===== src/common/cbf_defines.svh =====
// constants of the message buffer, filter and interrupt core
`ifndef CBF_DEFINES_SVH
`define CBF_DEFINES_SVH
`define CBF_MSG_BYTES     13
`define CBF_NUM_TXBUF     3
`define CBF_LOCAL_PRIORITY_FIELD_MAX      8'hFF
`define CBF_WARN_LIMIT    9'h060
`define CBF_PASSIVE_LIMIT 9'h07F
`define CBF_BUSOFF_LIMIT  9'h0FF
`define CBF_RECESSIVE     1'b1
`define CBF_TXE_RESET     3'h7
`define CBF_FMODE_SINGLE  2'h0
`define CBF_FMODE_DUAL    2'h1
`define CBF_FMODE_QUAD    2'h2
`define CBF_CFG_MASK_BASE 4
`define CBF_CFG_ACC_CTRL  8
`define CBF_CFG_MCR1      9
`define CBF_CFG_BT0       10
`define CBF_CFG_BT1       11
`define CBF_CFG_NUM       12
`define CBF_F_WAKE        0
`define CBF_F_RXWARN      1
`define CBF_F_TXWARN      2
`define CBF_F_RXPASS      3
`define CBF_F_TXPASS      4
`define CBF_F_BUSOFF      5
`define CBF_F_OVERRUN     6
`define CBF_F_RXFULL      7
`endif


===== src/common/cbf_pkg.sv =====
// types of the message buffer, filter and interrupt core
package cbf_pkg;
  typedef enum logic [1:0] {CBF_NORMAL, CBF_SLEEP, CBF_SOFTRST, CBF_PWRDN} cbf_mode_t;
endpackage


===== src/verilog/cbf_core.sv =====
// message buffers, acceptance filter, interrupt flags and mode decode
`timescale 1ns/1ps
`include "cbf_defines.svh"

// What this block does
// RULE1: three transmit buffers of 13 bytes, each with its own priority byte
// RULE2: software fills an empty buffer then clears its empty flag to send it
// RULE3: a sent buffer gets its empty flag set and raises transmit interrupt
// RULE4: among pending buffers the numerically lowest priority value goes first
// RULE5: buffer choice is redone at every arbitration, retries included
// RULE6: abort request on a buffer not in transmission sets acknowledge and empty
// RULE7: single mode compares 29 id bits plus RTR, IDE, SRR in 32 bits
// RULE8: dual mode has two 16-bit filters on standard or extended id tops
// RULE9: quad mode has four 8-bit filters on the first id byte
// RULE10: pattern bytes give expected id, set mask bits mean don't care
// RULE11: only a filter hit copies background to foreground and sets full flag
// RULE12: two-bit hit indicator names the lowest matching filter section
// RULE13: eleven sources on four vectors, local enables plus global mask
// RULE14: receive interrupt raised right after end of frame of accepted message
// RULE15: wake-up only on bus activity while sleep acknowledge and enable are set
// RULE16: warning at counter 96, passive above 127, separately for rx and tx
// RULE17: bus-off state and flag when transmit counter exceeds 255
// RULE18: flags stay pending, write one clears, ignored while condition remains
// RULE19: error counters can never be written or altered
// RULE20: control 1, bit timing and filter registers writable only in soft reset
// RULE21: cpu stop powers down, no access, transmit pin recessive
// RULE22: mode decode sleep, soft reset, normal from acknowledge and soft reset
// RULE23: third frame with both receive buffers full is discarded as overrun
module cbf_core
  import cbf_pkg::*;
(
  input  wire logic        clock,
  input  wire logic        rst,
  input  wire logic        canReceivePin,
  output logic             canTransmitPin,
  input  wire logic        cpuStop,
  input  wire logic        cpuIntMask,
  input  wire logic        softResetBit,
  input  wire logic        sleepAcknowledgeFlag,
  input  wire logic [10:0] intEnable,
  input  wire logic        txLoadEn,
  input  wire logic [1:0]  txLoadBuf,
  input  wire logic [3:0]  txLoadAddr,
  input  wire logic [7:0]  txLoadData,
  input  wire logic [2:0]  prioWrEn,
  input  wire logic [7:0]  prioWrData,
  input  wire logic [2:0]  txHandOver,
  input  wire logic [2:0]  abortReqWr,
  output logic      [2:0]  txBufferEmptyFlag,
  output logic      [2:0]  abortRequestBit,
  output logic      [2:0]  abortAcknowledgeBit,
  input  wire logic        arbStart,
  input  wire logic        txDone,
  input  wire logic        txError,
  input  wire logic        txBitIn,
  input  wire logic [3:0]  txRdAddr,
  output logic      [7:0]  txRdData,
  output logic      [1:0]  txSelBuf,
  output logic             txSelValid,
  input  wire logic        rxStart,
  input  wire logic        rxWrEn,
  input  wire logic [3:0]  rxWrAddr,
  input  wire logic [7:0]  rxWrData,
  input  wire logic        rxEof,
  input  wire logic [28:0] rxId,
  input  wire logic        rxIde,
  input  wire logic        rxRtr,
  input  wire logic        rxSrr,
  input  wire logic [7:0]  rxErrCnt,
  input  wire logic [8:0]  txErrCnt,
  input  wire logic [3:0]  fgRdAddr,
  output logic      [7:0]  fgRdData,
  input  wire logic [7:0]  flagClear,
  input  wire logic        cfgWrEn,
  input  wire logic [3:0]  cfgSel,
  input  wire logic [7:0]  cfgData,
  output logic      [7:0]  moduleControlReg1,
  output logic      [7:0]  bitTimingReg0,
  output logic      [7:0]  bitTimingReg1,
  output logic      [7:0]  rxFlagReg,
  output logic      [1:0]  filterHitIndicator,
  output logic             busOffState,
  output cbf_mode_t        modeState,
  output logic             irqWakeup,
  output logic             irqError,
  output logic             irqRx,
  output logic             irqTx
);

  logic [7:0]  txMem [`CBF_NUM_TXBUF][`CBF_MSG_BYTES];
  logic [7:0]  prioReg [`CBF_NUM_TXBUF];
  logic [7:0]  bgMem [`CBF_MSG_BYTES];
  logic [7:0]  fgMem [`CBF_MSG_BYTES];
  logic [7:0]  cfgReg [`CBF_CFG_NUM];
  logic [2:0]  txeReg;
  logic [2:0]  abtReqReg;
  logic [2:0]  abtAckReg;
  logic        txActReg;
  logic [1:0]  txSelReg;
  logic [7:0]  flagReg;
  logic        bgFullReg;
  logic [1:0]  bgHitReg;
  logic        discardReg;
  logic        rxS1;
  logic        rxS2;
  logic        rxS3;
  cbf_mode_t   modeNow;
  logic        online;
  logic        accessOk;
  logic [1:0]  bestIdx;
  logic        anyPend;
  logic        arbGo;
  logic [2:0]  abtGrant;
  logic [31:0] frameWord;
  logic [3:0]  byteEq;
  logic [3:0]  topEq;
  logic [3:0]  secEq;
  logic [3:0]  secHit;
  logic        hitAny;
  logic [1:0]  hitIdx;
  logic        eofHit;
  logic        rxFullSet;
  logic [7:0]  setEv;
  logic [7:0]  holdCond;

  // mode decode; soft reset wins if both bits are seen together
  // RULE21: stop overrides all
  // RULE22: mode table
  always_comb begin
    if (cpuStop) begin
      modeNow = CBF_PWRDN;
    end else if (softResetBit) begin
      modeNow = CBF_SOFTRST;
    end else if (sleepAcknowledgeFlag) begin
      modeNow = CBF_SLEEP;
    end else begin
      modeNow = CBF_NORMAL;
    end
  end

  // engine events are only honoured while the module clocks would run
  assign online   = (modeNow == CBF_NORMAL);
  assign accessOk = ~cpuStop;

  always_ff @(posedge clock) begin
    if (rst) begin
      modeState <= CBF_NORMAL;
    end else begin
      modeState <= modeNow;
    end
  end

  // receive pin synchroniser, third stage only for the edge detect
  always_ff @(posedge clock) begin
    if (rst) begin
      rxS1 <= `CBF_RECESSIVE;
      rxS2 <= `CBF_RECESSIVE;
      rxS3 <= `CBF_RECESSIVE;
    end else begin
      rxS1 <= canReceivePin;
      rxS2 <= rxS1;
      rxS3 <= rxS2;
    end
  end

  // RULE21: recessive when down
  always_ff @(posedge clock) begin
    if (rst) begin
      canTransmitPin <= `CBF_RECESSIVE;
    end else begin
      canTransmitPin <= online ? txBitIn : `CBF_RECESSIVE;
    end
  end

  // RULE4: lowest value wins, ties go to the lower buffer number
  always_comb begin
    bestIdx = 2'h0;
    anyPend = 1'b0;
    for (int i = 0; i < `CBF_NUM_TXBUF; i++) begin
      if (!txeReg[i] && (!anyPend || prioReg[i] < prioReg[bestIdx])) begin
        bestIdx = i[1:0];
        anyPend = 1'b1;
      end
    end
  end

  // RULE5: choice made afresh each arbitration
  assign arbGo = arbStart & online & ~txActReg & anyPend;

  always_ff @(posedge clock) begin
    if (rst) begin
      txActReg <= 1'b0;
      txSelReg <= 2'h0;
    end else if (arbGo) begin
      txActReg <= 1'b1;
      txSelReg <= bestIdx;
    end else if ((txDone | txError) & online) begin
      txActReg <= 1'b0;
    end
  end

  // the buffer on the wire cannot be withdrawn
  always_comb begin
    for (int i = 0; i < `CBF_NUM_TXBUF; i++) begin
      abtGrant[i] = abtReqReg[i] & ~txeReg[i] & ~(txActReg & (txSelReg == i[1:0]));
    end
  end

  // empty flags, abort request and acknowledge per buffer
  always_ff @(posedge clock) begin
    if (rst) begin
      txeReg    <= `CBF_TXE_RESET;
      abtReqReg <= 3'h0;
      abtAckReg <= 3'h0;
    end else begin
      for (int i = 0; i < `CBF_NUM_TXBUF; i++) begin
        if (txActReg && txDone && online && txSelReg == i[1:0]) begin
          // RULE3: sent buffer released
          txeReg[i]    <= 1'b1;
          abtReqReg[i] <= 1'b0;
        end else if (abtGrant[i]) begin
          // RULE6: abort granted
          txeReg[i]    <= 1'b1;
          abtAckReg[i] <= 1'b1;
          abtReqReg[i] <= 1'b0;
        end else if (accessOk && txHandOver[i] && txeReg[i]) begin
          // RULE2: hand over to send
          txeReg[i]    <= 1'b0;
          abtAckReg[i] <= 1'b0;
        end else if (accessOk && abortReqWr[i] && !txeReg[i]) begin
          abtReqReg[i] <= 1'b1;
        end
      end
    end
  end

  // RULE1: message images loaded only into empty buffers, priorities written at any time cpuStop is low
  always_ff @(posedge clock) begin
    if (rst) begin
      for (int i = 0; i < `CBF_NUM_TXBUF; i++) begin
        prioReg[i] <= `CBF_LOCAL_PRIORITY_FIELD_MAX;
      end
    end else if (accessOk) begin
      for (int i = 0; i < `CBF_NUM_TXBUF; i++) begin
        if (prioWrEn[i]) begin
          prioReg[i] <= prioWrData;
        end
      end
      if (txLoadEn && txLoadBuf < 2'h3 && txLoadAddr < 4'hD && txeReg[txLoadBuf]) begin
        txMem[txLoadBuf][txLoadAddr] <= txLoadData;
      end
    end
  end

  // byte port for the transmit engine, one cycle latency
  always_ff @(posedge clock) begin
    if (rst) begin
      txRdData <= 8'h00;
    end else begin
      txRdData <= (txRdAddr < 4'hD) ? txMem[txSelReg][txRdAddr] : 8'h00;
    end
  end

  // RULE20: locked unless soft reset
  always_ff @(posedge clock) begin
    if (rst) begin
      for (int i = 0; i < `CBF_CFG_NUM; i++) begin
        cfgReg[i] <= 8'h00;
      end
    end else if (cfgWrEn && accessOk && softResetBit && cfgSel < 4'hC) begin
      cfgReg[cfgSel] <= cfgData;
    end
  end

  // RULE7: extended layout
  assign frameWord = rxIde ?
    {rxId[28:21], rxId[20:18], rxSrr, rxIde, rxId[17:15], rxId[14:7], rxId[6:0], rxRtr} :
    {rxId[28:21], rxId[20:18], rxRtr, rxIde, 3'h0, 16'h0000};

  // per-section comparators, set mask bits drop out of the compare
  // RULE10: pattern and mask
  for (genvar g = 0; g < 4; g++) begin : gSec
    assign byteEq[g] = ((frameWord[31-8*g -: 8] ^ cfgReg[g])
                        & ~cfgReg[`CBF_CFG_MASK_BASE+g]) == 8'h00;
    assign topEq[g]  = ((frameWord[31:24] ^ cfgReg[g])
                        & ~cfgReg[`CBF_CFG_MASK_BASE+g]) == 8'h00;
    assign secEq[g]  = ((frameWord[23:16] ^ cfgReg[g])
                        & ~cfgReg[`CBF_CFG_MASK_BASE+g]) == 8'h00;
  end

  // filter mode select; mode 3 closes the filter
  always_comb begin
    unique case (cfgReg[`CBF_CFG_ACC_CTRL][1:0])
      // RULE7: one 32-bit filter
      `CBF_FMODE_SINGLE: secHit = {3'h0, &byteEq};
      // RULE8: two 16-bit filters
      `CBF_FMODE_DUAL:   secHit = {2'h0, topEq[2] & secEq[3], topEq[0] & secEq[1]};
      // RULE9: four 8-bit filters
      `CBF_FMODE_QUAD:   secHit = topEq;
      default:           secHit = 4'h0;
    endcase
  end

  // RULE12: lowest section reported
  always_comb begin
    hitIdx = 2'h0;
    for (int i = 3; i >= 0; i--) begin
      if (secHit[i]) begin
        hitIdx = i[1:0];
      end
    end
  end

  assign hitAny = |secHit;
  assign eofHit = rxEof & online & ~discardReg & ~bgFullReg & hitAny;

  // RULE11: copy only on hit
  assign rxFullSet = ~flagReg[`CBF_F_RXFULL] & (eofHit | bgFullReg);

  // background fill, hold of a second message, and overrun discard
  always_ff @(posedge clock) begin
    if (rst) begin
      bgFullReg  <= 1'b0;
      bgHitReg   <= 2'h0;
      discardReg <= 1'b0;
    end else begin
      // RULE23: discard while both held
      if (rxStart && online) begin
        discardReg <= flagReg[`CBF_F_RXFULL] & bgFullReg;
      end else if (rxEof) begin
        discardReg <= 1'b0;
      end
      if (rxWrEn && online && !discardReg && !bgFullReg && rxWrAddr < 4'hD) begin
        bgMem[rxWrAddr] <= rxWrData;
      end
      if (eofHit && flagReg[`CBF_F_RXFULL]) begin
        bgFullReg <= 1'b1;
        bgHitReg  <= hitIdx;
      end else if (rxFullSet) begin
        bgFullReg <= 1'b0;
      end
    end
  end

  // foreground copy and hit indicator
  always_ff @(posedge clock) begin
    if (rst) begin
      filterHitIndicator <= 2'h0;
    end else if (rxFullSet) begin
      fgMem              <= bgMem;
      filterHitIndicator <= bgFullReg ? bgHitReg : hitIdx;
    end
  end

  always_ff @(posedge clock) begin
    if (rst) begin
      fgRdData <= 8'h00;
    end else begin
      fgRdData <= (fgRdAddr < 4'hD) ? fgMem[fgRdAddr] : 8'h00;
    end
  end

  // RULE19: counters enter read-only, there is no path that alters them
  // RULE16: warning and passive
  // RULE17: bus off above 255
  assign holdCond = {2'h0,
                     txErrCnt > `CBF_BUSOFF_LIMIT,
                     txErrCnt > `CBF_PASSIVE_LIMIT,
                     {1'b0, rxErrCnt} > `CBF_PASSIVE_LIMIT,
                     txErrCnt >= `CBF_WARN_LIMIT,
                     {1'b0, rxErrCnt} >= `CBF_WARN_LIMIT,
                     1'b0};

  // RULE15: dominant edge while sleep acknowledge and wake enable are set
  // RULE23: overrun flag
  assign setEv = holdCond
               | {rxFullSet, rxStart & online & flagReg[`CBF_F_RXFULL] & bgFullReg, 5'h00,
                  rxS3 & ~rxS2 & sleepAcknowledgeFlag & intEnable[`CBF_F_WAKE]};

  // RULE18: set wins, clear blocked while cause lasts
  always_ff @(posedge clock) begin
    if (rst) begin
      flagReg <= 8'h00;
    end else begin
      flagReg <= setEv | (flagReg & ~(flagClear & {8{accessOk}} & ~holdCond));
    end
  end

  always_ff @(posedge clock) begin
    if (rst) begin
      busOffState <= 1'b0;
    end else begin
      busOffState <= txErrCnt > `CBF_BUSOFF_LIMIT;
    end
  end

  // RULE13: four vectors gated by global mask
  // RULE14: rx vector follows full flag
  always_ff @(posedge clock) begin
    if (rst) begin
      irqWakeup <= 1'b0;
      irqError  <= 1'b0;
      irqRx     <= 1'b0;
      irqTx     <= 1'b0;
    end else begin
      irqWakeup <= ~cpuIntMask & flagReg[0] & intEnable[0];
      irqError  <= ~cpuIntMask & |(flagReg[6:1] & intEnable[6:1]);
      irqRx     <= ~cpuIntMask & flagReg[7] & intEnable[7];
      irqTx     <= ~cpuIntMask & |(txeReg & intEnable[10:8]);
    end
  end

  assign txBufferEmptyFlag   = txeReg;
  assign abortRequestBit     = abtReqReg;
  assign abortAcknowledgeBit = abtAckReg;
  assign txSelBuf            = txSelReg;
  assign txSelValid          = txActReg;
  assign rxFlagReg           = flagReg;
  assign moduleControlReg1   = cfgReg[`CBF_CFG_MCR1];
  assign bitTimingReg0       = cfgReg[`CBF_CFG_BT0];
  assign bitTimingReg1       = cfgReg[`CBF_CFG_BT1];

  // helper: chosen buffer is no worse than any still pending
  logic selIsMin;
  always_comb begin
    selIsMin = 1'b1;
    for (int i = 0; i < `CBF_NUM_TXBUF; i++) begin
      if (!txeReg[i] && prioReg[i] < prioReg[txSelReg]) begin
        selIsMin = 1'b0;
      end
    end
  end
endmodule

===== config.mk =====
export PLATFORM = sky130hd
export DESIGN_NAME = cbf_core
export DESIGN_NICKNAME = d
export VERILOG_FILES = /design/src/common/cbf_pkg.sv /design/src/verilog/cbf_core.sv
export VERILOG_INCLUDE_DIRS = /design/src /design/src/common
export SDC_FILE = /design/constraint.sdc
export NUM_CORES = 1
export LEC_CHECK = 0
export ABC_AREA = 1
export BUFFER_PORTS_ARGS = -buffer_cell sky130_fd_sc_hd__clkbuf_2
export CAP_MARGIN = 40
export CORE_AREA = 2 2 279 336
export CTS_BUF_LIST = sky130_fd_sc_hd__clkbuf_4 sky130_fd_sc_hd__clkbuf_8 sky130_fd_sc_hd__clkbuf_16
export CTS_CLUSTER_DIAMETER = 150
export DETAILED_ROUTE_END_ITERATION = 6
export DIE_AREA = 0 0 281 338
export PLACE_DENSITY = 0.44
export SYNTH_ARGS = -nofsm -noshare
export SYNTH_HDL_FRONTEND = slang
export SYNTH_SLANG_ARGS = --single-unit

===== constraint.sdc =====
create_clock -name clock -period 14.36 [get_ports clock]
set_input_delay 0.718 -clock clock [delete_from_list [all_inputs] [get_ports clock]]
set_output_delay 0.718 -clock clock [all_outputs]
set_load 0.02 [all_outputs]

Yosys cells after proc, flatten, opt, wreduce, memory -nomap -nowiden
Memory sizes are Yosys's and may differ from the RTL's. A register that Yosys moved wholly into a read port is not among the register bits.
Index checks and enable logic that the tools add are counted.
{"block": "word_totals", "n_memories": 3, "word_cells": 321, "mem_bits_rw": 432, "reg_bits": 261, "out_inout_bits": 70}
{"block": "classes", "mux": 69, "n_bitwise": 94, "order_cmp": 20, "n_eq_ne": 4, "reduce_logical": 77}
{"memory": "txMem", "depth": 3, "word_bits": 104, "rd": 1, "rd_clocked_by_memory_dff": 1, "write_ports": 1, "line": "cbf_core.sv:90", "text": "logic [7:0] txMem [`CBF_NUM_TXBUF][`CBF_MSG_BYTES];"}
{"memory": "cfgReg", "depth": 12, "word_bits": 8, "rd": 12, "rd_clocked_by_memory_dff": 0, "write_ports": 12, "line": "cbf_core.sv:94", "text": "logic [7:0] cfgReg [`CBF_CFG_NUM];"}
{"memory": "prioReg", "depth": 3, "word_bits": 8, "rd": 4, "rd_clocked_by_memory_dff": 0, "write_ports": 3, "line": "cbf_core.sv:91", "text": "logic [7:0] prioReg [`CBF_NUM_TXBUF];"}
{"op": "104-bit bitwise mux", "n": 1}
{"op": "104-bit two-way mux", "n": 1}
{"op": "8-bit AND", "n": 11}
{"op": "8-bit two-way mux", "n": 10}
{"op": "8-bit binary-select mux with 4-bit select", "n": 2}
{"op": "8-bit demux with 4-bit select", "n": 2}
{"op": "8-bit zero test", "n": 8}
{"op": "8-bit bitwise XOR", "n": 8}
{"op": "8-bit NOT", "n": 5}
{"op": "1-bit two-way mux", "n": 39}
{"op": "1-bit AND", "n": 33}
{"op": "1-bit logical AND", "n": 33}
{"op": "1-bit NOT", "n": 23}
{"op": "21-bit two-way mux", "n": 1}
{"op": "5-bit greater-or-equal comparator, second input constant", "n": 4}
{"op": "4-bit less-than comparator, second input constant", "n": 5}
{"op": "2-bit two-way mux", "n": 10}
{"op": "4-bit NOT with 5-bit output", "n": 4}
{"op": "8-bit less-than comparator", "n": 2}
{"op": "2-bit AND reduction", "n": 8}
{"op": "4-bit case mux with 3 select lines", "n": 1}
{"op": "2-bit nonzero test", "n": 6}
{"op": "3-bit OR reduction", "n": 4}
{"op": "5-bit by 1-bit less-than comparator with 1-bit output, second input constant", "n": 2}
{"op": "other kinds (25)", "n": 41}

Longest topological paths before layout
Gate-level depths: netlist of run 1.
An unclocked memory read counts as a cell.
{"block": "depth", "word_depth": 13, "depth_mapped": 23, "mapped_depth_nobuf": 23}

Least setup slack after synthesis of run 1
No wires, ideal clock.
{"block": "synth_timing", "path_kind": "input port to flip-flop", "from": "input rxId[26]", "to": "register fgMem[0] in the netlist's numbering (enable)", "setup_slack_ps": 7537, "cell_stages": 18, "n_path_buf": 1, "required_time_ps": 13792, "t_arrival_ps": 6256, "setup_ps": 568, "path_cell_list": "clkbuf_2 -> nor2_1 -> nor2_1 -> nand2_1 -> o21ai_0 -> nor2_1 -> nand2_1 -> nor2_1 -> nand2_1 -> nand2_1 -> inv_1 -> nand2_1 -> nor2_2 -> nand2_1 -> nand2_1 -> nand2_1 -> nand2_2 -> nor2_1"}
{"block": "synth_between", "elab_chain_len": 10, "word_cells_on_any_way": 21}
{"item": "start, declared", "line": "cbf_core.sv:65", "text": "input wire logic [28:0] rxId,"}
{"item": "8-bit bitwise XOR, on equally long branches", "line": "cbf_core.sv:283, cbf_core.sv:285"}
{"item": "8-bit AND, on equally long branches", "line": "cbf_core.sv:283, cbf_core.sv:285"}
{"item": "8-bit zero test, on equally long branches", "line": "cbf_core.sv:283, cbf_core.sv:285"}
{"item": "4-bit AND reduction / 1-bit AND (equally long branches)", "line": "cbf_core.sv:295, cbf_core.sv:297"}
{"item": "4-bit case mux with 3 select lines *", "line": "cbf_core.sv:293", "text": "unique case (cfgReg[`CBF_CFG_ACC_CTRL][1:0])"}
{"item": "4-bit OR reduction *", "line": "cbf_core.sv:314", "text": "assign hitAny = |secHit;"}
{"item": "1-bit AND *", "line": "cbf_core.sv:315", "text": "assign eofHit = rxEof & online & ~discardReg & ~bgFullReg & hitAny;"}
{"item": "1-bit bitwise OR *", "line": "cbf_core.sv:318", "text": "assign rxFullSet = ~flagReg[`CBF_F_RXFULL] & (eofHit | bgFullReg);"}
{"item": "1-bit AND *", "line": "cbf_core.sv:318"}
{"item": "2-bit AND reduction (no line) *"}
{"item": "end signal, assigned", "line": "cbf_core.sv:350", "text": "fgMem <= bgMem;"}
{"item": "end, declared", "line": "cbf_core.sv:93", "text": "logic [7:0] fgMem [`CBF_MSG_BYTES];"}
Every way passes the cells marked *; elsewhere a longest branch is shown, timed or not.
A chain may end at the register's enable or synchronous reset.

Worst setup path in the final report of run 1
{"block": "layout_timing", "from": "input rxIde", "to": "register fgMem[5] in the netlist's numbering (enable)"}
{"block": "layout_between", "elab_chain_len": 11, "word_cells_on_any_way": 22}
{"item": "start, declared", "line": "cbf_core.sv:66", "text": "input wire logic rxIde,"}
{"item": "21-bit two-way mux *", "line": "cbf_core.sv:276", "text": "assign frameWord = rxIde ?"}
{"item": "8-bit bitwise XOR, on equally long branches", "line": "cbf_core.sv:283, cbf_core.sv:287"}
{"item": "8-bit AND, on equally long branches", "line": "cbf_core.sv:283, cbf_core.sv:287"}
{"item": "8-bit zero test, on equally long branches", "line": "cbf_core.sv:283, cbf_core.sv:287"}
{"item": "4-bit AND reduction / 1-bit AND (equally long branches)", "line": "cbf_core.sv:295, cbf_core.sv:297"}
{"item": "4-bit case mux with 3 select lines *", "line": "cbf_core.sv:293"}
{"item": "4-bit OR reduction *", "line": "cbf_core.sv:314"}
{"item": "1-bit AND *", "line": "cbf_core.sv:315"}
{"item": "1-bit bitwise OR *", "line": "cbf_core.sv:318"}
{"item": "1-bit AND *", "line": "cbf_core.sv:318"}
{"item": "2-bit AND reduction (no line) *"}
Marks and branches as above.

==> impl_metrics.ini, run 1 <==
[finish]
drive_above_1_share = 0.164
synthesis_to_finish_area_growth_pct = 19.4
final_nets = 2604
register_area_um2 = 20100
stdcell_count = 3744
layout.filler_cells = 8982
num_antenna_cells = 0
multiInputGateArea_um2 = 6280

[timing]
worstMarginPinSlew_ns = 0.967
tns_ns = 0
setup_viol = 0
min_period_over_period = 0.287
grt_setup_unrepaired = false
clock_skew_ns = 0.0211
post_route_minimum_period_ns = 4.11
slew_headroom = 0.355
postLayoutSetupSlackWorst_ns = 10.25
final_hold_viol_count = 0
fmax_mhz = 243
timing.final.max_slew_violations = 0

[power_and_ir_drop]
power.net_switching_mw = 1.00
seq_power_share = 0.497
leakage_nw = 11.8
share_comb_of_total_power = 0.055
clock_power_share = 0.448
post-layout-total-power_mw = 4.48
internal_power_mw = 3.48
cellPowerDensity_nw_per_um2 = 138
sw_frac_of_total = 0.223
vdd.ir_drop.worst_uv = 89.6

[global_routing]
initial_antenna_violation_count = 2
grt_pass1_wl_um = 112000
grt_pass1_vias = 17677
grtUsageTotal = 0.159
grt_remaining_overflow = 0
grt_max_degree = 65

[placed_design]
post-place-cells = 3606
numPortBuffers = 206
gp_congestion = 0.847
hpwlAfterDp_um = 49900
preCtsSetupSlack_ns = 9.56

[critical_path]
end_kind = flip-flop
timing.critical_path.to = fgMem[5]
reg2reg_setup_slack_ns = 10.57
timing.reg2reg.worst_path_depth = 10
r2r-end = txRdData[7]
worstSetupPathType = primary input to flip-flop
worstPathArrival_ns = 4.36
required_ns = 14.61
crit_fanout = 62
crit_path_start = rxIde
worst_setup_path_start_kind = primary input

[logic_synthesis]
synth.yosys.seq_area_share = 0.738
syn_area_cell_um2 = 12.3
syn_nets = 2375
synth.area.top_cells = sky130_fd_sc_hd__edfxtp_1 70%, sky130_fd_sc_hd__nand2_1 5.5%, sky130_fd_sc_hd__nor2_1 4.2%, sky130_fd_sc_hd__dfxtp_1 4.0%, sky130_fd_sc_hd__o21ai_0 2.7%
netlist-cell-type-count = 46
synthCells = 2214
synth_edf_count = 634
yosys_warnings = 0
synth_common_cells = 634 x sky130_fd_sc_hd__edfxtp_1, 398 x sky130_fd_sc_hd__nand2_1, 302 x sky130_fd_sc_hd__nor2_1, 147 x sky130_fd_sc_hd__o21ai_0, 135 x sky130_fd_sc_hd__a21oi_1
yosysTopAreaCellShare = 0.697
post-synth-top-count-cell = sky130_fd_sc_hd__edfxtp_1
synthesis.area_um2 = 27300
synth_async_sr_flop_share = 0
postSynthRegisterBits = 689
synth_top_cell_by_area = sky130_fd_sc_hd__edfxtp_1
dominantRegCellSynth = sky130_fd_sc_hd__edfxtp_1

[drt]
first_pass_iters = 5
route.detailed.vias_per_inst = 4.75
average_wire_length_per_cell_after_detail_routing_um = 20.2
first_iter_violations = 1187
drc = 0
final_antenna_net_count = 0
drt-total-wl_um = 75700
dr_total_vias = 17793

[die]
die_x_um = 281
fp.dieH_um = 338
top_level_ports = 217
core-area_um2 = 91700
std_cell_rows = 122
dieArea_um2 = 95000
floorplan.initialDensity = 0.298

[worst_hold_path]
timing.hold.worst.class = primary input to flip-flop

[job]
timing.max_cap.violations = 0

[clocking]
clock_tree_from_tritoncts = yes
clockRootBuffer = sky130_fd_sc_hd__clkbuf_16
cts_hold_buf = 0
clk_latency_ns = 0.63
post-cts-setup-buffers = 0
path_clk_slew_ns = 0.06
cts-root-to-sink-buffers = 3
cts_repair_resize_count = 0
numCtsBuffers = 75
clock-sinks = 689
h-tree-depth = 3

[outcome]
run_status = complete, no violations
area by class of cell:
type                            instances  share of cell area
Sequential cell                       689               0.618
Multi-Input combinational cell       1301               0.193
Clock buffer                           96              0.0635
Timing Repair Buffer                  255              0.0477
Tap cell                             1240              0.0476
Clock inverter                         42              0.0162
Inverter                              121              0.0140
how the worst min path moves through the flow:
stage	startpoint	to	slack, ns	cells after the start
2_1_floorplan	rxS1	rxS2	0.39	1
3_5_place_dp	rxS1	rxS2	0.40	1
5_1_grt	canReceivePin	rxS1	0.27	2
3_3_place_gp	rxS1	rxS2	0.40	1
6_report	txBitIn	canTransmitPin	0.28	3
4_1_cts	canReceivePin	rxS1	0.24	2
logic make-up after synthesis:
logic type,synth area share
adders and majority gates,0.00642
buffers and inverters,0.0325
DFF,0.738
xor gates and xnor gates,0.00225
AOI/OAI and AO/OA,0.0988
and+or+nand+nor,0.122
power by group through the flow:
stage	sequential (mW)	combinational (mW)	clock [mW]
after floorplan	2.28	0.114	0
final	2.23	0.248	2.01
after detailed placement	2.27	0.252	0
after global routing	2.23	0.274	2.13
after global placement	2.27	0.242	0
after CTS	2.23	0.253	2.06
metal layers:
layer  wire length (um)  vias up  GRT usage
met1              31700     8735      0.199
li1                   -     8440          -
met5                  0        -          0
met2              38300      501      0.281
met4               1730        0     0.0484
met3               3950      117     0.0270
per-stage QoR:
step	hold slack [ns]	area, um2	util
6_report	0.276	32600	0.355
2_1_floorplan	0.389	27300	-
3_3_place_gp	0.396	29600	0.323
3_5_place_dp	0.401	30000	0.327
5_1_grt	0.265	32600	0.355
4_1_cts	0.236	32600	0.355
state kept, by name, indices dropped and copies added (netlist names), 2 cells and up, named ones only:
name	cells
abortRequestBit	3
filterHitIndicator	2
abortAcknowledgeBit	3
txSelBuf	2
bgHitReg	2
rxFlagReg	8
fgRdData	8
txBufferEmptyFlag	3
txRdData	8
prioReg	24
bgMem	104
txMem	312
modeState	2
cfgReg	90
fgMem	104
critical path, cell delays in order:
cell and delay, ns:
sky130_fd_sc_hd__clkbuf_2 0.50, sky130_fd_sc_hd__inv_1 0.28, sky130_fd_sc_hd__o21ai_0 0.33, sky130_fd_sc_hd__nand2_1 0.08, sky130_fd_sc_hd__nand3b_1 0.11, sky130_fd_sc_hd__nand4_1 0.10, sky130_fd_sc_hd__nor3_1 0.25, sky130_fd_sc_hd__nand2_1 0.08
sky130_fd_sc_hd__nand2_1 0.12, sky130_fd_sc_hd__nor2_2 0.07, sky130_fd_sc_hd__nand2_1 0.07, sky130_fd_sc_hd__nand2_1 0.06, sky130_fd_sc_hd__nand2_1 0.09, sky130_fd_sc_hd__nand2_2 0.12, sky130_fd_sc_hd__nor2_4 0.10, sky130_fd_sc_hd__buf_4 0.46
sky130_fd_sc_hd__buf_4 0.72
cell usage in the layout, fill, tap and decap left out, types with 4 or more instances in the layout:
cell                          n
sky130_fd_sc_hd__nor2_1     301
sky130_fd_sc_hd__a311oi_1    16
sky130_fd_sc_hd__buf_16       5
sky130_fd_sc_hd__nand2_1    398
sky130_fd_sc_hd__nand4_1      9
sky130_fd_sc_hd__nand3_1     87
sky130_fd_sc_hd__a31oi_1     16
sky130_fd_sc_hd__inv_6        4
sky130_fd_sc_hd__edfxtp_1   634
sky130_fd_sc_hd__a21oi_1    135
sky130_fd_sc_hd__xnor2_1      7
sky130_fd_sc_hd__clkbuf_2   206
sky130_fd_sc_hd__o21ai_0    147
sky130_fd_sc_hd__clkbuf_16   76
sky130_fd_sc_hd__inv_1      116
sky130_fd_sc_hd__a211oi_1    10
sky130_fd_sc_hd__bufinv_16    9
sky130_fd_sc_hd__nand3b_1     7
sky130_fd_sc_hd__dfxtp_1     53
sky130_fd_sc_hd__o221ai_1    12
sky130_fd_sc_hd__ha_1        14
sky130_fd_sc_hd__buf_4       37
sky130_fd_sc_hd__clkinv_1    10
sky130_fd_sc_hd__clkinv_2    13
sky130_fd_sc_hd__o211ai_1    52
sky130_fd_sc_hd__o2111ai_1    8
sky130_fd_sc_hd__a221oi_1     6
sky130_fd_sc_hd__clkbuf_4    17
sky130_fd_sc_hd__or2_2        5
sky130_fd_sc_hd__o22ai_1     16
sky130_fd_sc_hd__o21ai_1      5
sky130_fd_sc_hd__nor3_1      16
sky130_fd_sc_hd__o221a_2      8
sky130_fd_sc_hd__o31ai_1      4
Note: power is estimated with default switching activity, not from simulation.
==> inputs of run 2 (changes only) <==
--- a/config.mk
+++ b/config.mk
@@ -6,14 +6,14 @@
 export SDC_FILE = /design/constraint.sdc
 export NUM_CORES = 1
 export LEC_CHECK = 0
-export ABC_AREA = 1
+export ABC_AREA = 0
 export BUFFER_PORTS_ARGS = -buffer_cell sky130_fd_sc_hd__clkbuf_2
 export CAP_MARGIN = 40
-export CORE_AREA = 2 2 279 336
+export CORE_AREA = 2 2 278 335
 export CTS_BUF_LIST = sky130_fd_sc_hd__clkbuf_4 sky130_fd_sc_hd__clkbuf_8 sky130_fd_sc_hd__clkbuf_16
 export CTS_CLUSTER_DIAMETER = 150
 export DETAILED_ROUTE_END_ITERATION = 6
-export DIE_AREA = 0 0 281 338
+export DIE_AREA = 0 0 280 337
 export PLACE_DENSITY = 0.44
 export SYNTH_ARGS = -nofsm -noshare
 export SYNTH_HDL_FRONTEND = slang
==> constraint.sdc (replaced) <==
create_clock -name clock -period 3.8 [get_ports clock]
set_input_delay 0.19 -clock clock [delete_from_list [all_inputs] [get_ports clock]]
set_output_delay 0.19 -clock clock [all_outputs]
set_load 0.02 [all_outputs]
==> impl_metrics.ini, run 2 <==
[logic_synthesis]
synth.area.top_cells = sky130_fd_sc_hd__edfxtp_1 70%, sky130_fd_sc_hd__mux4_2 7.3%, sky130_fd_sc_hd__dfxtp_1 4.1%, sky130_fd_sc_hd__mux2i_1 2.2%, sky130_fd_sc_hd__nor2_1 2.0%
yosysTopAreaCellShare = 0.701
postSynthRegisterBits = 689
dominantRegCellSynth = sky130_fd_sc_hd__edfxtp_1
post-synth-top-count-cell = sky130_fd_sc_hd__edfxtp_1
synth_async_sr_flop_share = 0
synth_edf_count = 634
netlist-cell-type-count = 65
yosys_warnings = 0
synth.yosys.seq_area_share = 0.742
syn_area_cell_um2 = 16.9
syn_nets = 1770
synthesis.area_um2 = 27200
synth_common_cells = 634 x sky130_fd_sc_hd__edfxtp_1, 147 x sky130_fd_sc_hd__nor2_1, 88 x sky130_fd_sc_hd__and2_1, 88 x sky130_fd_sc_hd__mux4_2, 82 x sky130_fd_sc_hd__a21oi_1
synthCells = 1609
synth_top_cell_by_area = sky130_fd_sc_hd__edfxtp_1

[power_and_ir_drop]
sw_frac_of_total = 0.222
vdd.ir_drop.worst_uv = 363
clock_power_share = 0.444
power.net_switching_mw = 3.74
seq_power_share = 0.500
share_comb_of_total_power = 0.056
leakage_nw = 11.5
cellPowerDensity_nw_per_um2 = 507
internal_power_mw = 13.1

[critical_path]
end_kind = flip-flop
crit_chain = ha_1 > a21o_1 > a21o_1 > a21oi_1 > o21ai_1 > a21oi_2 > buf_4 > nor2_1 > a21oi_1 > ha_1 > a21o_1 > a21oi_1 > a21oi_1 > a211o_1 > o21ai_0 > o21ai_0 > nor2b_1
crit_fanout = 14
timing.reg2reg.worst_path_depth = 17
worstSetupPathType = flip-flop to flip-flop
critPathSlowestCell = sky130_fd_sc_hd__edfxtp_1
delay_of_the_slowest_cell_on_the_worst_path_ns = 0.39
required_ns = 4.28
critPathMostFrequentCell = sky130_fd_sc_hd__a21oi_1
worstPathArrival_ns = 3.87
worst_setup_path_start_kind = flip-flop

[clocking]
clk_latency_ns = 0.64
clock_tree_from_tritoncts = yes
path_clk_slew_ns = 0.06
numCtsBuffers = 75
h-tree-depth = 3
clock-sinks = 689
clockRootBuffer = sky130_fd_sc_hd__clkbuf_16
cts-root-to-sink-buffers = 3

[timing]
post_route_minimum_period_ns = 3.40
timing.final.max_slew_violations = 0
slew_headroom = 0.448
min_period_over_period = 0.893
setup_viol = 0
final_hold_viol_count = 0
clock_skew_ns = 0.0308
postLayoutSetupSlackWorst_ns = 0.405
grt_setup_unrepaired = false
worstMarginPinSlew_ns = 0.829
tns_ns = 0
fmax_mhz = 295

[finish]
largest_register = txMem
drive_above_1_share = 0.261
synthesis_to_finish_area_growth_pct = 22.4
final_nets = 2106
final_common_cell = sky130_fd_sc_hd__edfxtp_1
layout.filler_cells = 8548
largest_reg_flops = 312
layout_common_cells = 634 x sky130_fd_sc_hd__edfxtp_1, 205 x sky130_fd_sc_hd__clkbuf_2, 146 x sky130_fd_sc_hd__nor2_1
stdcell_count = 3185
fin_area_um2 = 33200
reg_top3 = txMem (312), bgMem (104), fgMem (104)

[worst_hold_path]
whs_path_depth = 3
timing.hold.worst.class = primary input to flip-flop

[drt]
first_pass_iters = 5
drc = 0
final_antenna_net_count = 0
average_wire_length_per_cell_after_detail_routing_um = 21.7
first_iter_violations = 1001
route.detailed.vias_per_inst = 4.64
drt-total-wl_um = 69000
dr_total_vias = 14780

[die]
dieArea_um2 = 94400
std_cell_rows = 122
fp.dieH_um = 337
top_level_ports = 217
die_x_um = 280
core-area_um2 = 91400
floorplan.initialDensity = 0.297

[global_routing]
grt_max_degree = 54
grt_remaining_overflow = 0
grt_pass1_wl_um = 103000
initial_antenna_violation_count = 2
grt_pass1_vias = 15798
grtUsageTotal = 0.147

[placed_design]
numPortBuffers = 206
post-place-cells = 2988
gp_congestion = 0.815
dpl_cell_area_um2 = 30100
hpwlAfterDp_um = 46500
preCtsSetupSlack_ns = 0.375

[outcome]
run_status = complete, no violations

[job]
timing.max_cap.violations = 0
run 2: changes by cell type in the layout (fill, tap and decap cells not counted), moves of 49 or more:
cell	change
sky130_fd_sc_hd__a21oi_1	-53
sky130_fd_sc_hd__o21ai_0	-126
sky130_fd_sc_hd__nand2_1	-357
sky130_fd_sc_hd__mux4_2	+88
sky130_fd_sc_hd__inv_1	-94
sky130_fd_sc_hd__and2_1	+88
sky130_fd_sc_hd__o211ai_1	-49
sky130_fd_sc_hd__mux2i_1	+60
sky130_fd_sc_hd__nor2_1	-155
sky130_fd_sc_hd__dlygate4sd3_1	+58
sky130_fd_sc_hd__nand3_1	-77
run 2: final cells by class:
class | count | area (um2) | share of cell area
clock buffer | 98 | 2090 | 0.0629
clock inverter | 40 | 507 | 0.0152
sequential | 689 | 20100 | 0.606
multi-input combinational | 817 | 6590 | 0.198
inverter | 23 | 86.3 | 0.00260
timing repair buffer | 339 | 2340 | 0.0704
tap | 1178 | 1470 | 0.0443
antenna | 1 | 2.50 | 0.0000753
run 2: metrics by stage:
stage / hold WS (ns) / power, mW / utilization
final: 0.0290 / 16.8 / 0.364
after global routing: 0.0347 / 17.5 / 0.364
after CTS: 0.00505 / 17.1 / 0.364
after detailed placement: 0.387 / 9.50 / 0.329
after global placement: 0.388 / 9.48 / 0.327
after floorplan: 0.267 / 9.06 / -
run 2: timing repair:
action,4_1_cts,5_1_grt
hold buffers,58,0
buffers inserted,0,0
hold endpoints to repair,186,0
resized for setup,0,0
run 2: power by group through the flow:
stage	clock network [mW]	logic, mW	registers, mW
2_1_floorplan	0	0.445	8.61
3_3_place_gp	0	0.888	8.59
3_5_place_dp	0	0.914	8.59
4_1_cts	7.70	0.962	8.43
5_1_grt	8.00	1.03	8.43
6_report	7.49	0.936	8.43
run 2: cells by family (layout without fill, tap and decap cells):
group	after synthesis	after routing	synth area share
compound gates	202	202	0.0480
other cells	0	1	0
xor+xnor	64	64	0.0206
fa+ha+maj	14	14	0.00645
mux	149	149	0.0955
simple gates	388	388	0.0720
flops	689	689	0.742
buf+inv	103	500	0.0159
run 2: critical path: cells and delay by family, from the launching register on:
| kind | cells | cell delay [ns] |
|---|---|---|
| compound gates | 12 | 1.85 |
| fa+ha+maj | 2 | 0.59 |
| flops | 1 | 0.39 |
| buf+inv | 1 | 0.23 |
| simple gates | 2 | 0.19 |
run 2: final timing paths:
check                 from          to  slack (ns)
max          prioReg[1][5]   flip-flop        0.40
min               arbStart   flip-flop        0.03
max reg2reg  prioReg[1][5]   flip-flop        0.40
min reg2reg     bgMem[102]  fgMem[102]        0.41
run 2: metal layers:
layer / track usage / share of wire / up-vias
li1: - / - / 6872
met5: 0 / 0 / -
met2: 0.261 / 0.51 / 314
met3: 0.0260 / 0.039 / 85
met1: 0.185 / 0.43 / 7509
met4: 0.0380 / 0.016 / 0
